<file path="config.mk">
export PLATFORM = sky130hd
export DESIGN_NAME = module_level_latched_flags
export DESIGN_NICKNAME = d
export VERILOG_FILES = /design/src/rtl/flag_bank_pkg.sv /design/src/rtl/module_level_latched_flags.sv
export SDC_FILE = /design/constraint.sdc
export NUM_CORES = 1
export LEC_CHECK = 0
export BUFFER_PORTS_ARGS = -buffer_cell sky130_fd_sc_hd__clkbuf_2
export CAP_MARGIN = 10
export CORE_MARGIN = 3
export CORE_UTILIZATION = 38
export DETAILED_ROUTE_END_ITERATION = 16
export GPL_TIMING_DRIVEN = 0
export RECOVER_POWER = 50
export SLEW_MARGIN = 20
export SYNTH_ARGS = -nofsm -noshare
export SYNTH_HDL_FRONTEND = slang
export SYNTH_SLANG_ARGS = --single-unit
</file>
<file path="constraint.sdc">
create_clock -name clk -period 1.1 [get_ports clk]
set_input_delay 0.11 -clock clk [delete_from_list [all_inputs] [get_ports clk]]
set_output_delay 0.11 -clock clk [all_outputs]
set_load 0.05 [all_outputs]
</file>
<file path="src/rtl/flag_bank_pkg.sv">
// constants, types and field layout for the module-level latched flag bank
// assumes a single management clock domain with an active-low module reset
//
// Behaviour
// - after reset and with no event every flag bit reads zero
// - an event latches its flag; reading the byte returns it and clears it
// - each thresholded monitor has high/low alarm and high/low warning flags
// - byte 8 bit 7 latches second command block done, bit 6 the first
// - byte 8 bit 1 latches main module firmware failure
// - byte 8 bit 0 latches any module state change; it is always supported
// - byte 9 bits 7..4 hold supply low warn, high warn, low alarm, high alarm
// - byte 9 bits 3..0 hold temperature low warn, high warn, low alarm, high alarm
// - byte 10 bits 7..4 hold the second auxiliary monitor flags in that order
// - byte 10 bits 3..0 hold the first auxiliary monitor flags in that order
// - byte 11 bits 7..4 hold the vendor monitor flags in that order
// - byte 11 bits 3..0 hold the third auxiliary monitor flags in that order
// - byte 13 is vendor custom, byte 12 and byte 8 bits 5..3 reserved
// - interrupt status bit reads one when not asserted, zero when asserted
package flag_bank_pkg;

  // byte addresses of the bank within the management memory
  localparam logic [7:0] ADDR_CMD_FW = 8'h08;
  localparam logic [7:0] ADDR_SUPPLY_TEMP = 8'h09;
  localparam logic [7:0] ADDR_AUX_ONE_TWO = 8'h0a;
  localparam logic [7:0] ADDR_AUX_THREE_VENDOR = 8'h0b;
  localparam logic [7:0] ADDR_RESERVED = 8'h0c;
  localparam logic [7:0] ADDR_VENDOR_CUSTOM = 8'h0d;

  // latched bytes held in flops: 8..11, byte n at bits 8*(n-8) upward
  localparam int FLAG_BYTES = 4;
  localparam int FLAG_BITS = 8 * FLAG_BYTES;

  // positions inside byte 8
  localparam int BIT_CMD_BLOCK2_DONE = 7;
  localparam int BIT_CMD_BLOCK1_DONE = 6;
  localparam int BIT_AUX_FW_FAIL = 2;
  localparam int BIT_MAIN_FW_FAIL = 1;
  localparam int BIT_STATE_CHANGE = 0;

  // values after reset
  localparam logic [31:0] FLAGS_RESET = 32'h0000_0000;
  localparam logic [2:0] STATE_CODE_RESET = 3'h0;
  localparam logic [7:0] READ_DATA_RESET = 8'h00;

  // byte 8 bits 5..3 are reserved and must never latch
  localparam logic [31:0] RESERVED_FLAG_MASK = 32'h0000_0038;
  localparam logic [31:0] MANDATORY_FLAG_MASK = 32'h0000_0001;

  // threshold flags of one monitor, msb first as they sit in the byte
  typedef struct packed {
    logic low_warn;
    logic high_warn;
    logic low_alarm;
    logic high_alarm;
  } threshold_flags_type;

  // one-cycle event strobes from the module's supervision logic
  typedef struct packed {
    logic cmd_block2_done_flag;
    logic cmd_block1_done_flag;
    logic aux_processor_fw_fail_flag;
    logic main_fw_fail_flag;
    threshold_flags_type supply;
    threshold_flags_type temp;
    threshold_flags_type auxb;
    threshold_flags_type auxa;
    threshold_flags_type vendor_mon;
    threshold_flags_type auxc;
  } flag_events_type;

  // byte read request from the management interface
  typedef struct packed {
    logic valid;
    logic [7:0] addr;
  } read_req_type;

  // complete state of the bank
  typedef struct packed {
    logic [31:0] flags;
    logic [2:0] prev_state;
    logic state_seen;
    logic [7:0] rd_data;
    logic rd_valid;
    logic irq_inactive;
  } bank_state_type;

endpackage

</file>
<file path="src/rtl/module_level_latched_flags.sv">
// module-level latched flag bank, bytes 8 to 13 of the management memory
// assumes event strobes and read requests are synchronous to clk; the
// management interface issues one byte read per request and takes rd_data
// one cycle later
// the host must read a byte to clear it; nothing inside clears a flag alone
// an event source held high relatches every cycle, so level sources work too
module module_level_latched_flags
  import flag_bank_pkg::*;
#(
  // one bit per flag of bytes 8..11; a zero bit marks the flag unsupported
  parameter logic [31:0] SUPPORT_MASK = 32'hffff_ffc7
)
(
  input wire logic clk,
  input wire logic rst_b,
  input wire flag_events_type flag_events,
  input wire logic [2:0] module_state_code,
  input wire logic int_asserted,
  input wire read_req_type rd_req,
  output logic [7:0] rd_data,
  output logic rd_valid,
  output logic irq_inactive_status
);

  // reserved bits cannot be supported and the state change flag must be
  generate
    if (((SUPPORT_MASK & RESERVED_FLAG_MASK) != 32'h0000_0000) ||
        ((SUPPORT_MASK & MANDATORY_FLAG_MASK) != MANDATORY_FLAG_MASK))
    begin : g_bad_support_mask
      $error("SUPPORT_MASK sets a reserved bit or drops the state change flag");
    end
  endgenerate

  bank_state_type state_reg;
  bank_state_type state_next;
  logic [31:0] event_vec;
  logic [31:0] clear_vec;
  logic state_changed;

  // a state change only counts once a previous code has been captured,
  // so the first cycle after reset never raises a spurious flag
  assign state_changed = state_reg.state_seen && (module_state_code != state_reg.prev_state);

  // build the event vector in register layout
  always_comb
  begin
    event_vec = 32'h0000_0000;
    event_vec[BIT_CMD_BLOCK2_DONE] = flag_events.cmd_block2_done_flag;
    event_vec[BIT_CMD_BLOCK1_DONE] = flag_events.cmd_block1_done_flag;
    event_vec[BIT_AUX_FW_FAIL] = flag_events.aux_processor_fw_fail_flag;
    event_vec[BIT_MAIN_FW_FAIL] = flag_events.main_fw_fail_flag;
    event_vec[BIT_STATE_CHANGE] = state_changed;
    event_vec[15:12] = flag_events.supply;
    event_vec[11:8] = flag_events.temp;
    event_vec[23:20] = flag_events.auxb;
    event_vec[19:16] = flag_events.auxa;
    event_vec[31:28] = flag_events.vendor_mon;
    event_vec[27:24] = flag_events.auxc;
    event_vec = event_vec & SUPPORT_MASK;
  end

  // one clear mask per latched byte, picked by the read address
  // reserved and unmapped addresses match no byte, so their reads clear nothing
  generate
    for (genvar b = 0; b < FLAG_BYTES; b++)
    begin : g_clear
      assign clear_vec[8*b +: 8] =
        (rd_req.valid && (rd_req.addr == ADDR_CMD_FW + 8'(b))) ? 8'hff : 8'h00;
    end
  endgenerate

  // next state of the whole bank
  always_comb
  begin
    state_next = state_reg;
    // or-ing the events in after the clear keeps a flag raised in the read
    // cycle; the read itself still returns the older byte, so nothing is lost
    // latch, clear on read
    state_next.flags = ((state_reg.flags & ~clear_vec) | event_vec) & SUPPORT_MASK;
    state_next.prev_state = module_state_code;
    state_next.state_seen = 1'b1;
    state_next.rd_valid = rd_req.valid;
    state_next.rd_data = READ_DATA_RESET;
    // read returns the value before this cycle's events; those show next read
    case (rd_req.addr)
      ADDR_CMD_FW: state_next.rd_data = state_reg.flags[7:0];
      ADDR_SUPPLY_TEMP: state_next.rd_data = state_reg.flags[15:8];
      ADDR_AUX_ONE_TWO: state_next.rd_data = state_reg.flags[23:16];
      ADDR_AUX_THREE_VENDOR: state_next.rd_data = state_reg.flags[31:24];
      ADDR_RESERVED: state_next.rd_data = READ_DATA_RESET;
      ADDR_VENDOR_CUSTOM: state_next.rd_data = READ_DATA_RESET;
      default: state_next.rd_data = READ_DATA_RESET;
    endcase
    if (!rd_req.valid)
    begin
      state_next.rd_data = READ_DATA_RESET;
    end
    state_next.irq_inactive = !int_asserted;
  end

  // state register; irq status resets to the not-asserted default
  // a host polling during reset sees the quiet pin level, not a false alarm
  // flags clear at reset
  always_ff @(posedge clk or negedge rst_b)
  begin
    if (!rst_b)
    begin
      state_reg.flags <= FLAGS_RESET;
      state_reg.prev_state <= STATE_CODE_RESET;
      state_reg.state_seen <= 1'b0;
      state_reg.rd_data <= READ_DATA_RESET;
      state_reg.rd_valid <= 1'b0;
      state_reg.irq_inactive <= 1'b1;
    end
    else
    begin
      state_reg <= state_next;
    end
  end

  assign rd_data = state_reg.rd_data;
  assign rd_valid = state_reg.rd_valid;
  assign irq_inactive_status = state_reg.irq_inactive;

  generate
    for (genvar b = 0; b < FLAG_BYTES; b++)
    begin : g_byte_checks

    end
  endgenerate
endmodule

</file>
=== After elaboration in Yosys (flattened, before gate mapping) ===
Cells that the tools add are included.

* Flip-flop bits (word level): 43
* Bits of input ports: 43
* Output and inout port bits: 10
* Word-level logic and storage cells: 26

* Eq/ne operators: 5
* Muxes and demuxes: 6
* Bitwise logic cells: 3
* Reductions and logical operators: 6

{| class="wikitable"
|+ Operators by type and width
! operator !! number
|-
| two-way mux 8 bit || 5
|-
| bitwise AND 32 bit || 1
|-
| equality test 8 x 4 -> 1 bit, second input constant || 4
|-
| inverter 32 bit || 1
|-
| OR 32 bit || 1
|-
| case mux 8 bit (4 select lines) || 1
|-
| logical AND 1 bit || 5
|-
| inequality test 3 bit || 1
|-
| logical NOT 1 bit || 1
|}

=== Logic depth before layout (Yosys ltp) ===
Gate-level depths: netlist of the first run.

* Depth after elaboration: 6
* Depth in mapped cells: 4
* Mapped depth without buffers: 3

=== Worst setup path after synthesis of the first run ===
No wires, ideal clock.

* Kind: reg2reg
* From: register state_reg[22] (netlist name)
* To: register, netlist name rd_data[0]
* Library setup time: 0.120 ns
* Data arrival time: 1.027 ns
* Required time: 0.980 ns
* Setup slack: -0.047 ns
* Cell stages (with the launch flop): 3
* Path buffers: 0
* Clock period less this slack: 1.147 ns
* Cell sequence: dfrtp_1 -> mux4_1 -> and3_2

{| class="wikitable"
|+ RTL lines
! what !! line !! RTL
|-
| start: declaration || module_level_latched_flags.sv:34 || <nowiki>bank_state_type state_reg;</nowiki>
|-
| start signal: assignment || module_level_latched_flags.sv:117 || <nowiki>state_reg <= state_next;</nowiki>
|}

==> metrics.md, run 1 <==
| Metric | Value |
|---|---|
| Status | `finished with violations` |
| Failing checks | `negative hold slack, negative setup slack` |
| Via/cell ratio | `4.752` |
| Slew @ Worst Pin | `1.030 ns` |
| Antenna cells | `0` |
| Startpoint type of the worst setup path | `register` |
| Rows | `24` |
| Leading cell type in the layout, fill and taps excluded | `dfrtp_1` |
| Number of remaining DRC errors | `0` |
| DRT Pass-1 Iters | `4` |
| Largest net degree at the start of global routing | `44` |
| Total power | `approximately 3 mW` |
| Nets@finish | `between 200 and 300` |
| Core area | `approximately 0.0044 mm2` |
| Peak supply drop | `approximately 0.73 mV` |
| Sequential fraction of the synthesis area | `0.6093` |
| Hold crit path type | `in -> async` |
| Synth Instances | `approximately 120` |
| Fillers | `373` |
| Initial antenna violation count | `0` |
| Synthesized Nets | `160` |
| Mapped Area | `0.001768 mm2` |
| Synth warn | `0` |
| Total wire length | `3.787 mm` |
| Total grt overflow | `0` |
| Cell Chain, Critical Path | `mux4_2 -> and3_4` |
| Layout area overhead | `47.42%` |
| Fmax achieved | `0.8797 GHz` |
| Initial Utilization | `0.4005` |
| DIE WIDTH | `74.21 um` |
| I/O pins | `between 50 and 60` |
| Drt wl/cell | `14.24 um` |
| CP arrival | `between 1 and 1.5 ns` |
| Relative slew slack | `0.3136` |
| Layout cells sized above 1 | `0.4486` |
| Crit-path leading delay family | `multiplexers` |
| Routed Antenna Nets | `0` |
| Commonest cells after routing, fill and taps aside | `dfrtp_1 (42), clkbuf_2 (39), a21o_1 (28)` |
| Slowest-stage cell, CP | `mux4_2` |
| Clk pin slew, worst setup/hold paths | `roughly 0.080 ns` |
| Clock sink total | `43` |
| Setup ws final | `-0.03679 ns` |
| Seq cells post-synth | `43` |
| Pre-CTS setup slack | `-0.3550 ns` |
| CTS HTree Levels | `2` |
| Final Cell Area | `about 0.0026 mm2` |
| Max Cap Viol | `0` |
| Mean Syn Cell Area | `15.11 um2` |
| Worst Setup End Kind | `register` |
| Port bufs | `52` |
| Layout Utilization | `0.5904` |
| Slew Viols, Final | `0` |
| Worst Skew | `about 0.0053 ns` |
| GRT Util Overall | `0.1493` |
| Die area | `between 0.005 and 0.006 mm2` |
| GPL Wtd Cong | `roughly 0.71` |
| Final min period | `between 1 and 1.5 ns` |
| CTS buffer count | `5` |
| CP max FO | `2` |
| Worst endpoint required time | `approximately 1.3 ns` |
| CTS tree | `yes` |
| Die Y | `around 74 um` |
| Unrepaired setup endpoints after global routing | `yes` |
| Buf/Inv on CP | `0` |
| Clock latency on the worst-skew pair | `0.29 ns` |
| Pwr per Cell Area | `about 1100 mW/mm2` |
| Fin crit share | `1.033` |
| First-pass GRT wire length | `6.106 mm` |
| Vias in the first global route | `approximately 1,300` |
| Static Leakage | `approximately 1.1 nW` |
| Synth unique cells | `25` |
| Initial drt markers | `78` |
| CTS max path bufs | `2` |
| Max reg flops | `33` |
| Fin. Hold Viols | `16` |
| Clock Tree Root | `clkbuf_8` |
| Worst hold slack | `-0.01028 ns` |
| Crit-path max cell delay | `between 0.4 and 0.5 ns` |
| Placed inst area | `between 0.002 and 0.0025 mm2` |
| Final Setup Violations | `5` |
| Post-detail-place hpwl | `~2.6 mm` |
| Vias | `1,264` |
| Critical setup path kind | `reg -> reg` |
## area by class of cell
type	count	area [um2]	share of cell area
clock buffers	8	100.1	0.03841
inverters	1	3.754	0.001440
repair buffers	89	669.4	0.2568
multi-input cells	62	606.8	0.2328
well taps	52	65.06	0.02496
plain buffers	11	83.83	0.03217
flip-flops and latches	43	1077	0.4133
## final timing paths
| check | startpoint | end | slack [ns] | cells past startpoint |
|---|---|---|---|---|
| hold reg to reg | state_reg[42]$_DFF_PN0_ | state_reg[42]$_DFF_PN0_ | 0.48 | 1 |
| max in group asynchronous | rst_b | state_reg[38]$_DFF_PN0_ | 0.48 | 1 |
| min in group clk | flag_events[13] | state_reg[35]$_DFF_PN0_ | 0 | 2 |
| hold / removal | rst_b | rd_valid$_DFF_PN0_ | -0.01 | 1 |
| setup reg to reg | state_reg[36]$_DFF_PN0_ | rd_data[6]$_DFF_PN0_ | -0.04 | 2 |
| setup / recovery | state_reg[36]$_DFF_PN0_ | rd_data[6]$_DFF_PN0_ | -0.04 | 2 |
## layer usage
metal / up-vias / GRT usage / part of all wire
met3: 5 / 0.02568 / 0.038
met2: 30 / 0.2579 / 0.54
met5: - / 0 / 0
met4: 0 / 0.05929 / 0.013
met1: 628 / 0.1871 / 0.41
li1: 601 / - / -
## Yosys cell counts
cell	n	area share
dfrtp_1	42	0.59
a21o_1	28	0.12
buf_4	8	0.034
mux4_1	4	0.059
nor2_1	4	0.0085
a22oi_1	3	0.013
and3_2	3	0.013
mux2_2	3	0.019
xnor2_1	3	0.015
and3_1	2	0.0071
buf_2	2	0.0057
nand3_4	2	0.020
a22o_1	1	0.0050
and2b_1	1	0.0042
buf_6	1	0.0064
conb_1	1	0.0021
dfstp_2	1	0.015
inv_1	1	0.0021
mux4_2	1	0.013
nand2_1	1	0.0021
nand3_1	1	0.0028
nand4_4	1	0.012
nand4b_4	1	0.013
nor3_4	1	0.0092
nor4bb_1	1	0.0057
## metrics by stage
step / hold WS [ns] / std cells / TNS, ns
floorplan: -0.1856 / 117 / -0.07863
global placement: 0.2206 / 221 / -8.395
detailed placement: 0.2227 / 221 / -9.258
CTS: 0.00007966 / 259 / -0.1463
global route: 0.003168 / 266 / -0.2327
finish: -0.01028 / 266 / -0.1271
## where the power goes
group | internal, mW | switching [mW]
combinational | 0.167 | 0.138
clock | 0.572 | 0.489
sequential | 1.60 | 0.00662
## logic make-up (layout without fill, tap and decap cells)
group / Yosys count / count (layout) / share of synthesized area
AO/OA/AOI/OAI: 32 / 32 / 0.1366
other: 1 / 1 / 0.002121
buffers and inverters: 12 / 109 / 0.04812
multiplexers: 8 / 8 / 0.09129
AND/OR/NAND/NOR: 18 / 18 / 0.09766
flip-flops: 43 / 43 / 0.6093
XOR/XNOR: 3 / 3 / 0.01486
## timing repair
action                     in CTS  in global routing
hold buffers                   24                  1
buffers inserted                6                  6
hold endpoints to repair       24                  1
pin swaps                       5                  0
gates resized for setup        14                 11
setup endpoints to repair      22                 18
Note: power is estimated with default switching activity, not from simulation.
==> run 2, diff against run 1 <==
--- a/config.mk
+++ b/config.mk
@@ -11,6 +11,7 @@
 export CORE_UTILIZATION = 38
 export DETAILED_ROUTE_END_ITERATION = 16
 export GPL_TIMING_DRIVEN = 0
+export HOLD_SLACK_MARGIN = 0.06
 export RECOVER_POWER = 50
 export SLEW_MARGIN = 20
 export SYNTH_ARGS = -nofsm -noshare
==> metrics.md, run 2 (synthesis gave the netlist of run 1 again) <==
| Metric | Value |
|---|---|
| Worst hold slack | `-0.01004 ns (+0.0002354 ns)` |
| DIE WIDTH | `74.21 um (unchanged)` |
| Clk pin slew, worst setup/hold paths | `0.08 ns (about the same)` |
| Final Setup Violations | `5 (unchanged)` |
| Rows | `24 (unchanged)` |
| Hold crit path type | `in -> async` |
| Fmax achieved | `0.8796 GHz (about the same)` |
| Via/cell ratio | `4.719 (-0.69%)` |
| Layout cells sized above 1 | `0.4369 (-0.01166)` |
| GPL Wtd Cong | `0.7078 (unchanged)` |
| CP max FO | `2 (unchanged)` |
| Number of remaining DRC errors | `0 (unchanged)` |
| CTS HTree Levels | `2 (unchanged)` |
| Startpoint type of the worst setup path | `register` |
| Slowest-stage cell, CP | `mux4_2` |
| Net Sw Frac | `0.2124 (-0.0008828)` |
| Slew Viols, Final | `0 (unchanged)` |
| Fin. Hold Viols | `11 (-5)` |
| Post-detail-place hpwl | `2.621 mm (unchanged)` |
| Die area | `0.005507 mm2 (unchanged)` |
| Max Cap Viol | `0 (unchanged)` |
| Total grt overflow | `0 (unchanged)` |
| Fillers | `360 (-3.5%)` |
| Port bufs | `52 (unchanged)` |
| Total power | `2.990 mW (+0.69%)` |
| Max reg flops | `33 (unchanged)` |
| Cell Chain, Critical Path | `mux4_2 -> and3_4` |
| Worst endpoint required time | `1.28 ns (about the same)` |
| First-pass GRT wire length | `6.237 mm (+2.1%)` |
| CTS tree | `yes` |
| Initial drt markers | `77 (-1.3%)` |
| GRT Util Overall | `0.1516 (+0.002327)` |
| Layout area overhead | `52.02%` |
| Status | `finished with violations` |
| Clock latency on the worst-skew pair | `0.29 ns (about the same)` |
| Pre-CTS setup slack | `-0.3550 ns (unchanged)` |
| Cts hold-fix bufs | `33 (+38%)` |
| P_sw | `0.6350 mW (+0.27%)` |
| Critical R2R Launch | `state_reg[36]$_DFF_PN0_` |
| Core area | `0.004414 mm2 (unchanged)` |
| Cell-internal power | `2.355 mW (+0.80%)` |
| Clock Tree Root | `clkbuf_8` |
| Crit path launch | `state_reg[36]$_DFF_PN0_` |
| Unrepaired setup endpoints after global routing | `yes` |
| Combinational power share | `0.109 (+0.006)` |
| Crit-path max cell delay | `0.47 ns (about the same)` |
| Vias in the first global route | `1,375 (+3.0%)` |
| CTS max path bufs | `2 (unchanged)` |
| Vias | `1,293 (+2.3%)` |
| Total wire length | `3.806 mm (+0.50%)` |
| Critical setup path kind | `reg -> reg` |
| Largest net degree at the start of global routing | `44 (unchanged)` |
| Peak supply drop | `0.7428 mV (+1.1%)` |
| Initial Utilization | `0.4005 (unchanged)` |
| Worst Setup End Kind | `register` |
| Buf/Inv on CP | `0 (unchanged)` |
| Static Leakage | `1.143 nW (+3.3%)` |
| Initial antenna violation count | `0 (unchanged)` |
| Slew @ Worst Pin | `1.030 ns (+0.0007362 ns)` |
| Placed inst area | `0.002093 mm2 (unchanged)` |
| Seq pwr share | `0.536 (-0.004)` |
| Final Cell Area | `0.002688 mm2 (+3.1%)` |
| Relative slew slack | `0.3131 (-0.0004910)` |
| Commonest cells after routing, fill and taps aside | `dfrtp_1 (42), clkbuf_2 (40), dlygate4sd3_1 (33)` |
| DRT Pass-1 Iters | `4 (unchanged)` |
| Nets@finish | `264 (+3.1%)` |
| Clock sink total | `43 (unchanged)` |
| I/O pins | `53 (unchanged)` |
| CTS buffer count | `5 (unchanged)` |
| Fin crit share | `1.034 (about the same)` |
| Worst Skew | `0.005449 ns (+0.0001093 ns)` |
| Failing checks | `negative hold slack, negative setup slack` |
| Setup ws final | `-0.03687 ns (-0.00007900 ns)` |
| Die Y | `74.21 um (unchanged)` |
| Pwr per Cell Area | `1112 mW/mm2 (-2.4%)` |
| Clock Power Share | `0.354 (-0.003)` |
| Final min period | `1.137 ns (+0.00007900 ns)` |
| CP arrival | `1.32 ns (about the same)` |
| Setup TNS | `-0.1310 ns (-0.003941 ns)` |
| Antenna cells | `0 (unchanged)` |
| Leading cell type in the layout, fill and taps excluded | `dfrtp_1` |
| Crit-path leading delay family | `multiplexers` |
| Routed Antenna Nets | `0 (unchanged)` |
| Drt wl/cell | `13.89 um (-2.4%)` |
## run 2: cell count changes in the layout (fill, tap and decap cells not counted)
cell,previous run,this run
clkbuf_2,39,40
clkbuf_1,5,4
dlygate4sd3_1,25,33
## run 2: repair_timing
item | CTS | global route
setup buffers | 6 | 6
endpoints found under the setup margin | 22 | 18
resized for setup | 14 | 11
hold endpoints to repair | 75 | 33
pin swaps | 5 | 0
gates cloned | 0 | 0
## run 2: routing by layer
layer / vias up / wire length (um) / track usage
met2: 30 / 2050 / 0.2579
li1: 617 / - / -
met3: 5 / 137 / 0.02568
met1: 641 / 1570 / 0.1943
met4: 0 / 48 / 0.05929
met5: - / 0 / 0
## run 2: cell type report
| type | instances | area (um2) | area share |
|---|---|---|---|
| Sequential cell | 43 | 1077 | 0.4008 |
| Timing Repair Buffer | 97 | 750.7 | 0.2793 |
| Multi-Input combinational cell | 62 | 606.8 | 0.2258 |
| Clock buffer | 8 | 100.1 | 0.03724 |
| Buffer | 11 | 83.83 | 0.03119 |
| Tap cell | 52 | 65.06 | 0.02421 |
| Inverter | 1 | 3.754 | 0.001397 |
## run 2: final timing paths
check | cells past startpoint | slack (ns) | end
max | 2 | -0.04 | rd_data[6]$_DFF_PN0_
min | 1 | -0.01 | rd_valid$_DFF_PN0_
max reg2reg | 2 | -0.04 | rd_data[6]$_DFF_PN0_
min in group clk | 5 | 0.29 | rd_data[3]$_DFF_PN0_
max in group asynchronous | 1 | 0.48 | state_reg[40]$_DFF_PN0_
min reg2reg | 1 | 0.48 | state_reg[42]$_DFF_PN0_
## run 2: power by group through the flow
stage / Sequential, mW / Clock, mW / Combinational, mW
3_5_place_dp: 1.63 / 0 / 0.222
2_1_floorplan: 1.65 / 0 / 0.0766
3_3_place_gp: 1.63 / 0 / 0.217
5_1_grt: 1.60 / 1.16 / 0.360
6_report: 1.60 / 1.06 / 0.327
4_1_cts: 1.60 / 1.10 / 0.332
## run 2: through the flow
stage               utilization  hold slack [ns]  cells
detailed placement       0.4742           0.2227    221
floorplan                     -          -0.1856    117
finish                   0.6088         -0.01004    274
global placement         0.4742           0.2206    221
global route             0.6088          0.08398    274
CTS                      0.5958          0.03281    268
